### config.mk
export PLATFORM = sky130hd
export DESIGN_NAME = alu_condition_flags_status_word
export DESIGN_NICKNAME = d
export VERILOG_FILES = /design/src/rtl/psw_pkg.sv /design/src/rtl/flag_bus_if.sv /design/src/rtl/alu_condition_flags_status_word.sv /design/src/rtl/flag_calc.sv /design/src/rtl/irq_status.sv
export SDC_FILE = /design/constraint.sdc
export NUM_CORES = 1
export LEC_CHECK = 0
export BUFFER_PORTS_ARGS = -buffer_cell sky130_fd_sc_hd__buf_2
export CAP_MARGIN = 20
export CORE_ASPECT_RATIO = 0.8
export CORE_MARGIN = 2
export CORE_UTILIZATION = 36
export CTS_BUF_LIST = sky130_fd_sc_hd__clkbuf_8
export DETAILED_ROUTE_END_ITERATION = 6
export HOLD_SLACK_MARGIN = 0.03
export PLACE_DENSITY = 0.89
export SYNTH_ARGS = -nofsm -noshare
export SYNTH_HDL_FRONTEND = slang
export SYNTH_SLANG_ARGS = --single-unit
export TNS_END_PERCENT = 20
### constraint.sdc
create_clock -name clk -period 1.6 [get_ports clk]
set_input_delay 0.32 -clock clk [delete_from_list [all_inputs] [get_ports clk]]
set_output_delay 0.32 -clock clk [all_outputs]
set_load 0.005 [all_outputs]
### src/rtl/psw_pkg.sv
package stw_pkg;
	// ****************************************************
	// Register map and field layout
	// ****************************************************
	localparam logic [15:0] stw_addr      = 16'hff10;
	localparam int          flag_neg      = 0;
	localparam int          flag_carry    = 1;
	localparam int          flag_ovf      = 2;
	localparam int          flag_zero     = 3;
	localparam int          flag_eot      = 4;
	localparam int          flag_muldiv   = 5;
	localparam int          flag_user     = 6;
	localparam int          flag_irq_en   = 11;
	localparam int          lvl_lsb       = 12;
	localparam logic [15:0] stw_impl_mask = 16'hf87f;
	localparam logic [15:0] stw_reset     = 16'h0000;
	localparam logic [3:0]  lvl_reset     = 4'h0;
	localparam logic [15:0] word_min_neg  = 16'h8000;
	localparam logic [7:0]  byte_min_neg  = 8'h80;
	localparam int          word_msb      = 15;
	localparam int          byte_msb      = 7;
	localparam logic [4:0]  shift_none    = 5'h00;

	// ****************************************************
	// Instruction classes driven by the pipeline
	// ****************************************************
	typedef enum logic [3:0] {
		op_none    = 4'h0,
		op_add     = 4'h1,
		op_addc    = 4'h2,
		op_sub     = 4'h3,
		op_subc    = 4'h4,
		op_neg     = 4'h5,
		op_logic   = 4'h6,
		op_muldiv  = 4'h7,
		op_shl     = 4'h8,
		op_shr     = 4'h9,
		op_prior   = 4'ha,
		op_bit1    = 4'hb,
		op_bit2    = 4'hc,
		op_move    = 4'hd
	} alu_op_t;

	typedef enum logic [2:0] {
		st_idle   = 3'b001,
		st_update = 3'b010,
		st_hold   = 3'b100
	} upd_state_t;
endpackage

### src/rtl/flag_bus_if.sv
`timescale 1ns/1ps
interface flag_bus_if;
	import stw_pkg::*;
	logic       valid;
	logic       neg;
	logic       carry;
	logic       ovf;
	logic       zero;
	logic       eot;
	modport src (output valid, neg, carry, ovf, zero, eot);
	modport dst (input valid, neg, carry, ovf, zero, eot);
endinterface

### src/rtl/alu_condition_flags_status_word.sv
// Contract
// - Negative flag copies result MSB, bit 15 word or bit 7 byte.
// - One-operand bit op: N prior bit, Z inverse, C and V cleared.
// - Two-operand bit op: N xor, C and, V or, Z nor.
// - Addition sets carry from carry out of selected MSB.
// - Subtract and compare: carry is borrow, inverse of carry out.
// - Logical, multiply and divide clear carry.
// - Shifts load carry with last bit out; zero count clears it.
// - Prioritize clears carry; zero means second operand was zero.
// - Add, subtract, negate set overflow on signed range exit.
// - Multiply/divide overflow when not fitting word; divide by zero too.
// - Logical operations clear overflow.
// - Right shifts use overflow as sticky bit of earlier lost ones.
// - Zero flag set when result equals zero.
// - With-carry add/subtract keep zero only if already set.
// - End-of-table set when source is most negative value.
// - Interrupted flag shows an unfinished multiply or divide.
// - Explicit status word write overrides implicit flag update.
// - Read returns status word after preceding instruction.
// - Reset clears all ALU status bits.
// - User flag freely written by software, never by hardware; return from service also reloads it from the stacked word.
// - Interrupt enable and four-bit level; reset disabled, level 0.
// - Service entry sets interrupted flag if multiply/divide pending; return restores from stack.
// - Reserved bits ignore writes and read zero.
//
// The implementer's own choice: the plain strobed port.
`timescale 1ns/1ps
module alu_condition_flags_status_word
	import stw_pkg::*;
(
	input  wire logic        clk,
	input  wire logic        nrst,
	input  wire logic [15:0] reg_addr,
	input  wire logic [15:0] reg_wdata,
	input  wire logic        reg_wr,
	input  wire logic        reg_rd,
	output logic [15:0]      reg_rdata,
	input  wire logic        alu_valid,
	input  wire alu_op_t     alu_op,
	input  wire logic        byte_op,
	input  wire logic [15:0] opnd_a,
	input  wire logic [15:0] opnd_b,
	input  wire logic [15:0] result,
	input  wire logic        carry_out_w,
	input  wire logic        carry_out_b,
	input  wire logic        muldiv_ovf,
	input  wire logic        div_by_zero,
	input  wire logic [4:0]  shift_cnt,
	input  wire logic        last_out,
	input  wire logic        sticky_out,
	input  wire logic        bit_a,
	input  wire logic        bit_b,
	input  wire logic        isr_entry,
	input  wire logic [3:0]  isr_level,
	input  wire logic        muldiv_pending,
	input  wire logic        reti,
	input  wire logic [15:0] stacked_stw,
	output logic [15:0]      processor_status_word,
	output logic             global_irq_enable,
	output logic [3:0]       cpu_priority_level,
	output logic             muldiv_interrupted_flag,
	output logic             user_general_flag
);
	// ****************************************************
	// Flag generation
	// ****************************************************
	flag_bus_if fb ();
	logic [4:0] cond_q;
	logic [4:0] cond_d;
	logic       mdint_q;
	logic       mdint_d;
	logic       user_q;
	logic       user_d;
	logic [3:0] level_q;
	logic       irq_en_q;
	logic       stw_hit;
	logic       sw_wr;
	logic       irq_wr;
	logic [15:0] stw_view;
	logic [15:0] rdata_d;
	logic [15:0] rdata_q;
	logic [15:0] stw_out_q;
	upd_state_t  state_q;
	upd_state_t  state_d;

	flag_calc u_calc (
		.alu_valid   (alu_valid),
		.alu_op      (alu_op),
		.byte_op     (byte_op),
		.opnd_a      (opnd_a),
		.opnd_b      (opnd_b),
		.result      (result),
		.carry_out_w (carry_out_w),
		.carry_out_b (carry_out_b),
		.muldiv_ovf  (muldiv_ovf),
		.div_by_zero (div_by_zero),
		.shift_cnt   (shift_cnt),
		.last_out    (last_out),
		.sticky_out  (sticky_out),
		.bit_a       (bit_a),
		.bit_b       (bit_b),
		.zero_prev   (cond_q[flag_zero]),
		.fo          (fb.src)
	);

	// ****************************************************
	// Interrupt control fields
	// ****************************************************
	// Reti restores the whole word, including level and enable
	assign irq_wr = sw_wr || reti;

	irq_status u_irq (
		.clk       (clk),
		.nrst      (nrst),
		.sw_wr     (irq_wr),
		.sw_val    (sw_wr ? {reg_wdata[15:12], reg_wdata[flag_irq_en]}
		                  : {stacked_stw[15:12], stacked_stw[flag_irq_en]}),
		.isr_entry (isr_entry),
		.isr_level (isr_level),
		.level_q   (level_q),
		.irq_en_q  (irq_en_q)
	);

	// ****************************************************
	// Status word update
	// ****************************************************
	always_comb begin
		stw_hit = (reg_addr == stw_addr);
		sw_wr   = reg_wr && stw_hit;
	end

	always_comb begin
		cond_d  = cond_q;
		mdint_d = mdint_q;
		user_d  = user_q;
		state_d = st_idle;
		// Software write supersedes the hardware update of the same cycle
		if (sw_wr) begin
			cond_d  = reg_wdata[4:0];
			mdint_d = reg_wdata[flag_muldiv];
			user_d  = reg_wdata[flag_user];
			state_d = st_hold;
		end else begin
			if (reti) begin
				cond_d  = stacked_stw[4:0];
				mdint_d = stacked_stw[flag_muldiv];
				user_d  = stacked_stw[flag_user];
				state_d = st_update;
			end else if (fb.valid) begin
				cond_d[flag_neg]   = fb.neg;
				cond_d[flag_carry] = fb.carry;
				cond_d[flag_ovf]   = fb.ovf;
				cond_d[flag_zero]  = fb.zero;
				cond_d[flag_eot]   = fb.eot;
				state_d = st_update;
			end
			if (isr_entry && muldiv_pending) begin
				mdint_d = 1'b1;
			end
		end
	end

	always_ff @(posedge clk) begin
		if (!nrst) begin
			cond_q  <= 5'h00;
			mdint_q <= 1'b0;
			user_q  <= 1'b0;
			state_q <= st_idle;
		end else begin
			cond_q  <= cond_d;
			mdint_q <= mdint_d;
			user_q  <= user_d;
			state_q <= state_d;
		end
	end

	// ****************************************************
	// Register read and outputs
	// ****************************************************
	always_comb begin
		stw_view = {level_q, irq_en_q, 4'h0, user_q, mdint_q, cond_q};
		stw_view = stw_view & stw_impl_mask;
		rdata_d  = 16'h0000;
		// Reads see the word as left by the previous instruction
		if (reg_rd && stw_hit) begin
			rdata_d = stw_view;
		end
	end

	always_ff @(posedge clk) begin
		if (!nrst) begin
			rdata_q   <= stw_reset;
			stw_out_q <= stw_reset;
		end else begin
			rdata_q   <= rdata_d;
			stw_out_q <= {level_d_view(), stw_view[11:0]};
		end
	end

	function automatic logic [3:0] level_d_view();
		level_d_view = level_q;
	endfunction

	assign reg_rdata               = rdata_q;
	assign processor_status_word   = stw_out_q;
	assign global_irq_enable       = irq_en_q;
	assign cpu_priority_level      = level_q;
	assign muldiv_interrupted_flag = mdint_q;
	assign user_general_flag       = user_q;
endmodule

### src/rtl/flag_calc.sv
`timescale 1ns/1ps
module flag_calc
	import stw_pkg::*;
(
	input  wire logic        alu_valid,
	input  wire alu_op_t     alu_op,
	input  wire logic        byte_op,
	input  wire logic [15:0] opnd_a,
	input  wire logic [15:0] opnd_b,
	input  wire logic [15:0] result,
	input  wire logic        carry_out_w,
	input  wire logic        carry_out_b,
	input  wire logic        muldiv_ovf,
	input  wire logic        div_by_zero,
	input  wire logic [4:0]  shift_cnt,
	input  wire logic        last_out,
	input  wire logic        sticky_out,
	input  wire logic        bit_a,
	input  wire logic        bit_b,
	input  wire logic        zero_prev,
	flag_bus_if.src          fo
);
	logic msb_r;
	logic msb_a;
	logic msb_b;
	logic res_zero;
	logic cout;
	logic add_v;
	logic sub_v;
	logic neg_v;

	always_comb begin
		msb_r    = byte_op ? result[byte_msb] : result[word_msb];
		msb_a    = byte_op ? opnd_a[byte_msb] : opnd_a[word_msb];
		msb_b    = byte_op ? opnd_b[byte_msb] : opnd_b[word_msb];
		res_zero = byte_op ? (result[7:0] == 8'h00) : (result == 16'h0000);
		cout     = byte_op ? carry_out_b : carry_out_w;
		add_v    = (msb_a == msb_b) && (msb_r != msb_a);
		sub_v    = (msb_a != msb_b) && (msb_r != msb_a);
		neg_v    = msb_b && msb_r;
		fo.valid = alu_valid;
		fo.neg   = msb_r;
		fo.carry = 1'b0;
		fo.ovf   = 1'b0;
		fo.zero  = res_zero;
		if (byte_op) begin
			fo.eot = (opnd_b[7:0] == byte_min_neg);
		end else begin
			fo.eot = (opnd_b == word_min_neg);
		end
		case (alu_op)
			op_add, op_addc: begin
				fo.carry = cout;
				fo.ovf   = add_v;
				if (alu_op == op_addc) begin
					fo.zero = zero_prev && res_zero;
				end
			end
			op_sub, op_subc: begin
				fo.carry = ~cout;
				fo.ovf   = sub_v;
				if (alu_op == op_subc) begin
					fo.zero = zero_prev && res_zero;
				end
			end
			op_neg: begin
				fo.carry = ~cout;
				fo.ovf   = neg_v;
			end
			op_logic: begin
				fo.carry = 1'b0;
				fo.ovf   = 1'b0;
			end
			op_muldiv: begin
				fo.carry = 1'b0;
				fo.ovf   = muldiv_ovf || div_by_zero;
			end
			op_shl: begin
				fo.carry = (shift_cnt == shift_none) ? 1'b0 : last_out;
			end
			op_shr: begin
				fo.carry = (shift_cnt == shift_none) ? 1'b0 : last_out;
				fo.ovf   = (shift_cnt == shift_none) ? 1'b0 : sticky_out;
			end
			op_prior: begin
				fo.carry = 1'b0;
				fo.zero  = byte_op ? (opnd_b[7:0] == 8'h00)
				                   : (opnd_b == 16'h0000);
			end
			op_bit1: begin
				fo.neg   = bit_a;
				fo.zero  = ~bit_a;
				fo.carry = 1'b0;
				fo.ovf   = 1'b0;
			end
			op_bit2: begin
				fo.neg   = bit_a ^ bit_b;
				fo.carry = bit_a & bit_b;
				fo.ovf   = bit_a | bit_b;
				fo.zero  = ~(bit_a | bit_b);
			end
			default: begin
				fo.carry = 1'b0;
			end
		endcase
	end
endmodule

### src/rtl/irq_status.sv
`timescale 1ns/1ps
module irq_status
	import stw_pkg::*;
(
	input  wire logic       clk,
	input  wire logic       nrst,
	input  wire logic       sw_wr,
	input  wire logic [4:0] sw_val,
	input  wire logic       isr_entry,
	input  wire logic [3:0] isr_level,
	output logic [3:0]      level_q,
	output logic            irq_en_q
);
	logic [3:0] level_d;
	logic       irq_en_d;

	always_comb begin
		level_d = level_q;
		irq_en_d = irq_en_q;
		if (sw_wr) begin
			level_d = sw_val[4:1];
			irq_en_d = sw_val[0];
		end else if (isr_entry) begin
			level_d = isr_level;
		end
	end

	always_ff @(posedge clk) begin
		if (!nrst) begin
			level_q <= lvl_reset;
			irq_en_q <= 1'b0;
		end else begin
			level_q <= level_d;
			irq_en_q <= irq_en_d;
		end
	end
endmodule

Word-level counts from Yosys, hierarchy flattened
Cells that the tools add are included.

Flip-flop bits (word level): 44. Input port bits: 126. Output and inout port bits: 39. Word-level logic and storage cells: 81.

Eq/ne operators: 17. Mux-type cells: 26. Bitwise operators: 6. Reduce and logical (&&, ||, !) cells: 23.

Operators by type and width (number): $eq A16 B16 Y1 const B (2); $logic_not A16 Y1 (2); $eq A4 B4 Y1 const B (5); $mux W5 (4); $logic_not A8 Y1 (2); $mux W1 (16); $eq A4 B3 Y1 const B (3); $eq A4 B2 Y1 const B (2); $eq A8 B8 Y1 const B (1); $mux W4 (2); $logic_and A1 B1 Y1 (7); $pmux W1 S6 (1); $reduce_bool A3 Y1 (2); $reduce_or A2 Y1 (3); $logic_not A5 Y1 (1); $pmux W1 S5 (1); $eq A4 B1 Y1 const B (1); $pmux W1 S4 (1); $reduce_bool A2 Y1 (2); $not A1 Y1 (3); $reduce_or A3 Y1 (1); $logic_or A1 B1 Y1 (2); $ne A1 B1 Y1 (2); $pmux W1 S2 (1); 5 further kinds (5).

Depth between registers and ports, before layout
Depth after elaboration: 8. Mapped depth: 7. Mapped depth without buffers: 6.

Modules after synthesis
From an unflattened synthesis, not the netlist that was laid out.

Cells, all modules: 220. Area total of the unflattened synthesis: 2016.9 µm².

Modules (own cells, without submodules): alu_condition_flags_status_word (instances 1, cells each 125, area each 1276.2 µm², seq. area each 620.6 µm²); flag_calc (instances 1, cells each 75, area each 509.2 µm², seq. area each 0.0 µm²); irq_status (instances 1, cells each 20, area each 231.5 µm², seq. area each 100.1 µm²).

Worst setup path before layout
OpenSTA, ideal clock, no wires.

Path kind: input-to-reg. Start: in reg_addr[0]. End: reg cond_q[0]. Library setup time: 0.124 ns. Arrival: 1.555 ns. Required time: 1.476 ns. Setup slack: -0.080 ns. Stages: 7. Path buffers: 2. Cell sequence: or4_4 nor4_4 nand2_2 buf_6 buf_8 o21ai_0 a21oi_1.

Longest elaborated chain between the ends: 3. Elaborated cells on any way between the ends: 4. Classes of those cells: eq/ne (1); mux (1); reduce/logical (2).

Ends and longest elaborated chain: start, declared (line alu_condition_flags_status_word.sv:33) `input wire logic [15:0] reg_addr,`; $eq A16 B16 Y1 (*) (line alu_condition_flags_status_word.sv:128) `stw_hit = (reg_addr == stw_addr);`; $logic_and A1 B1 Y1 (*) (line alu_condition_flags_status_word.sv:129) `sw_wr = reg_wr && stw_hit;`; $reduce_bool A3 Y1 (no line) / $mux W5 (equally long branches); end signal, assigned (line alu_condition_flags_status_word.sv:170) `cond_q <= cond_d;`; end, declared (line alu_condition_flags_status_word.sv:68) `logic [4:0] cond_q;`.

Mark *: on every way between the ends. The rest lies on a longest branch, timed or not. A chain may end at the register's enable or synchronous reset.

Final worst setup path
Start: in opnd_b[2]. End: reg cond_q[3].

Longest elaborated chain between the ends: 6. Elaborated cells on any way between the ends: 7. Classes of those cells: mux (5); reduce/logical (2).

Ends and longest elaborated chain: start, declared (line alu_condition_flags_status_word.sv:42) `input wire logic [15:0] opnd_b,`; $logic_not A16 Y1 / $logic_not A8 Y1 (equally long branches) (line flag_calc.sv:88, flag_calc.sv:87); $mux W1 (*) (line flag_calc.sv:87) `fo.zero = byte_op ? (opnd_b[7:0] == 8'h00)`; $pmux W1 S5 (*) (line flag_calc.sv:51) `case (alu_op)`; $mux W5 (*) (line alu_condition_flags_status_word.sv:149) `end else if (fb.valid) begin`; $mux W5 (*) (line alu_condition_flags_status_word.sv:144) `if (reti) begin`; $mux W5 (*) (line alu_condition_flags_status_word.sv:138) `if (sw_wr) begin`.

Mark *: on every way between the ends. The rest lies on a longest branch, timed or not. The select of a mux whose other input is x is not followed.

==> summary.md <==
| Metric | Value |
|---|---|
| Pwr Total | `2.082 mW` |
| Tot GR Track Use | `17.50%` |
| Logic pwr share | `a little under a fifth` |
| Slowest Stage Delay on Critical Path | `0.54 ns` |
| First-pass GRT wire length | `between 8000 and 9000 µm` |
| Finished Layout Cells | `423` |
| Flop and latch count out of synthesis | `36` |
| Routed WL | `5189 µm` |
| PnR worst setup slack | `0.1031 ns` |
| Die width | `85.88 µm` |
| Area Overhead vs Synth | `46.73%` |
| Detailed placement HPWL | `approximately 4400 µm` |
| Place WS | `-0.2426 ns` |
| Max Clock Skew | `between 0.003 and 0.004 ns` |
| Hold Fails Final Rpt | `0` |
| Clk pwr share | `36.2%` |
| Initial drt markers | `69` |
| Number of fill cells | `463` |
| Max Freq | `0.6681 GHz` |
| Unrepaired setup endpoints after global routing | `no` |
| Synthesis Warnings | `0` |
| Sequential Power Share | `45.6%` |
| Max VDD drop | `0.3836 mV` |
| Postcts setup bufs | `0` |
| Netlist cell types | `55` |
| Startpoint class of the critical path | `primary input` |
| Gr ovfl total | `0` |
| Pin count of the biggest net entering global routing | `21` |
| Core Area | `5094 µm²` |
| Gpl congestion | `0.8285` |
| DRC | `8` |
| Most frequent cells in the layout | `buf_2 (134), dfxtp_1 (36), and2_1 (23)` |
| Via-to-Cell Ratio | `4.872` |
| Final setup vio count | `0` |
| Int Power | `1.595 mW` |
| R2r setup slk | `0.37 ns` |
| Hold WC Path Type | `primary input to flip-flop` |
| Total of max-cap violations | `0` |
| Sink Count | `36` |
| Final #Nets | `488` |
| Sw Share | `23.39%` |
| Post-synthesis instance total | `approximately 220` |
| Reg area | `720.7 µm²` |
| Vias in the first global route | `1990` |
| Nature of the critical path endpoint | `flip-flop` |
| Clock Tree Buf Depth | `2` |
| Vias | `2061` |
| Initial core utilization | `37.90%` |
| Num rows | `23` |
| Number of port buffers | `134` |
| Initial antenna violation count | `0` |
| TritonCTS buffer count | `5` |
| Mean Syn Cell Area | `8.938 µm²` |
| FFs w/ async S/R, synth | `0%` |
| # IOs | `165` |
| Outcome | `complete, but fails checks` |
| Pwr Density | `735.1 nW/µm²` |
| Final hold slack | `0.2772 ns` |
| CTS clk-pin slew, worst paths | `0.07 ns` |
| H-tree Lvls | `2` |
| Most common cell after layout, fill and taps aside | `buf_2` |
| Clk_lat worst skew | `0.28 ns` |
| Placed cell count | `415` |
| Setup Crit Path Kind | `primary input to flip-flop` |
| Share of cells above drive strength 1 | `47.37%` |
| Hold Buf Count CTS | `0` |
| Psw | `487.0 µW` |
| CP arrival | `roughly 1.7 ns` |
| Main flop type after synthesis | `dfxtp_1` |
| EDFF count, synth | `0` |
| Setup_tns | `0 ns` |
| DR pass1 iterations | `7` |
| Failing checks | `DRC` |
| Worst-path cell chain | `buf_2 -> nor4_2 -> nand2_1 -> or4_1 -> a41o_1 -> a31oi_1` |
| Worst Path Max Fanout | `2` |
| Leakage power | `1.467 nW` |
| Post-route clock period utilization | `93.55%` |
| CP max-delay cell | `or4_1` |
| Die area | `between 5000 and 6000 µm²` |
| Ant. Diodes | `0` |
| CTS tree | `yes` |
| Slew Viols, Final | `0` |
| Post-synthesis sequential area ratio | `37.33%` |
| Worst path required time | `1.81 ns` |
| Die H | `between 60 and 70 µm` |
| Antenna-violating nets left | `0` |
| Min Clock Period, post-route | `1.497 ns` |
| Post-Synthesis Cell Area | `between 1500 and 2000 µm²` |
| CTS Root Cell | `clkbuf_8` |
| Multi-input gate area | `1094 µm²` |
| Wire length per cell | `12.27 µm` |
[power groups by stage]
| stage | combinational (mW) | sequential, mW | clock, mW |
|---|---|---|---|
| after global routing | 0.424 | 0.953 | 0.805 |
| after CTS | 0.380 | 0.950 | 0.771 |
| after global placement | 0.366 | 0.969 | 0 |
| after detailed placement | 0.378 | 0.970 | 0 |
| final | 0.379 | 0.949 | 0.754 |
| after floorplan | 0.181 | 0.967 | 0 |
[worst max-delay path, delay by kind of cell]
family,cells,cell delay (ns)
and+or+nand+nor,3,0.89
buffers and inverters,1,0.10
AOI/OAI and AO/OA,2,0.40
[synth_stat cells (all sizes together), types with 2 or more instances]
cell     n  area, µm²
nor3     3      15.01
nor2    15      56.30
nand4b   3      26.28
inv      6      22.52
nor3b    3      27.52
mux2i   15      150.1
a31oi    3      18.77
nor4     6      52.55
o22a     2      17.52
dfxtp   36      720.7
nand2   13      51.30
xnor2    3      26.28
buf     14      106.4
ha       2      25.02
nor2b    4      25.02
and2    23      143.9
a311oi   2      23.77
o21a     2      15.01
a21oi    4      20.02
o21ai   14      70.07
or4      4      33.78
or3      2      12.51
nand3    2      10.01
and3     3      21.27
nand4    2      12.51
a211oi   2      15.01
a32oi    2      17.52
clkbuf   7      26.28
mux2     2      22.52
[repair_timing]
action | 4_1_cts | 5_1_grt
endpoints found under the setup margin | 0 | 1
endpoints found under the hold margin | 0 | 0
gates resized for setup | 0 | 2
[registers in the layout (all words and copies together) (netlist names)]
register                 count
processor_status_word       12
cond_q                       5
user_general_flag            1
u_irq.level_q                4
u_irq.irq_en_q               1
muldiv_interrupted_flag      1
reg_rdata                   12
[through the flow]
| step | cell area [µm²] | utilization [%] |
|---|---|---|
| floorplan | 1957 | - |
| detailed placement | 2713 | 53.25 |
| finish | 2833 | 55.61 |
| global route | 2833 | 55.61 |
| CTS | 2820 | 55.37 |
| global placement | 2713 | 53.25 |
[layout make-up]
type / count / share of cell area (%)
well taps: 62 / 2.739
clock buffers: 5 / 2.429
multi-input cells: 160 / 38.60
repair buffers: 151 / 28.62
inverters: 6 / 0.7951
clock inverters: 3 / 1.369
flip-flops and latches: 36 / 25.44
[final timing paths]
kind                                   end  depth (start not counted)           from
hold reg to reg   processor_status_word[4]                          1      cond_q[4]
setup reg to reg                 cond_q[3]                          4      cond_q[3]
hold / removal            u_irq.level_q[1]                          3  reg_wdata[13]
setup / recovery                 cond_q[3]                          6      opnd_b[2]
[cells by family (layout without fill, tap and decap cells)]
logic type | after synthesis | count (layout) | synth area share, %
simple gates | 86 | 86 | 26.70
compound gates | 43 | 43 | 15.68
flops | 36 | 36 | 37.33
buf+inv | 27 | 165 | 8.036
mux | 17 | 17 | 8.943
xor+xnor | 4 | 4 | 1.815
fa+ha+maj | 2 | 2 | 1.296
other cells | 1 | 8 | 0.1942
[per-layer routing]
layer	vias to the layer above	part of all wire (%)	GRT usage, %	wire length (µm)
met5	-	0	0	0
met4	0	2.0	7.760	106
met3	9	7.6	2.619	394
met2	100	49	31.18	2555
met1	908	41	20.47	2132
li1	1044	-	-	-
No activity file was read; power rests on OpenSTA's default activity.
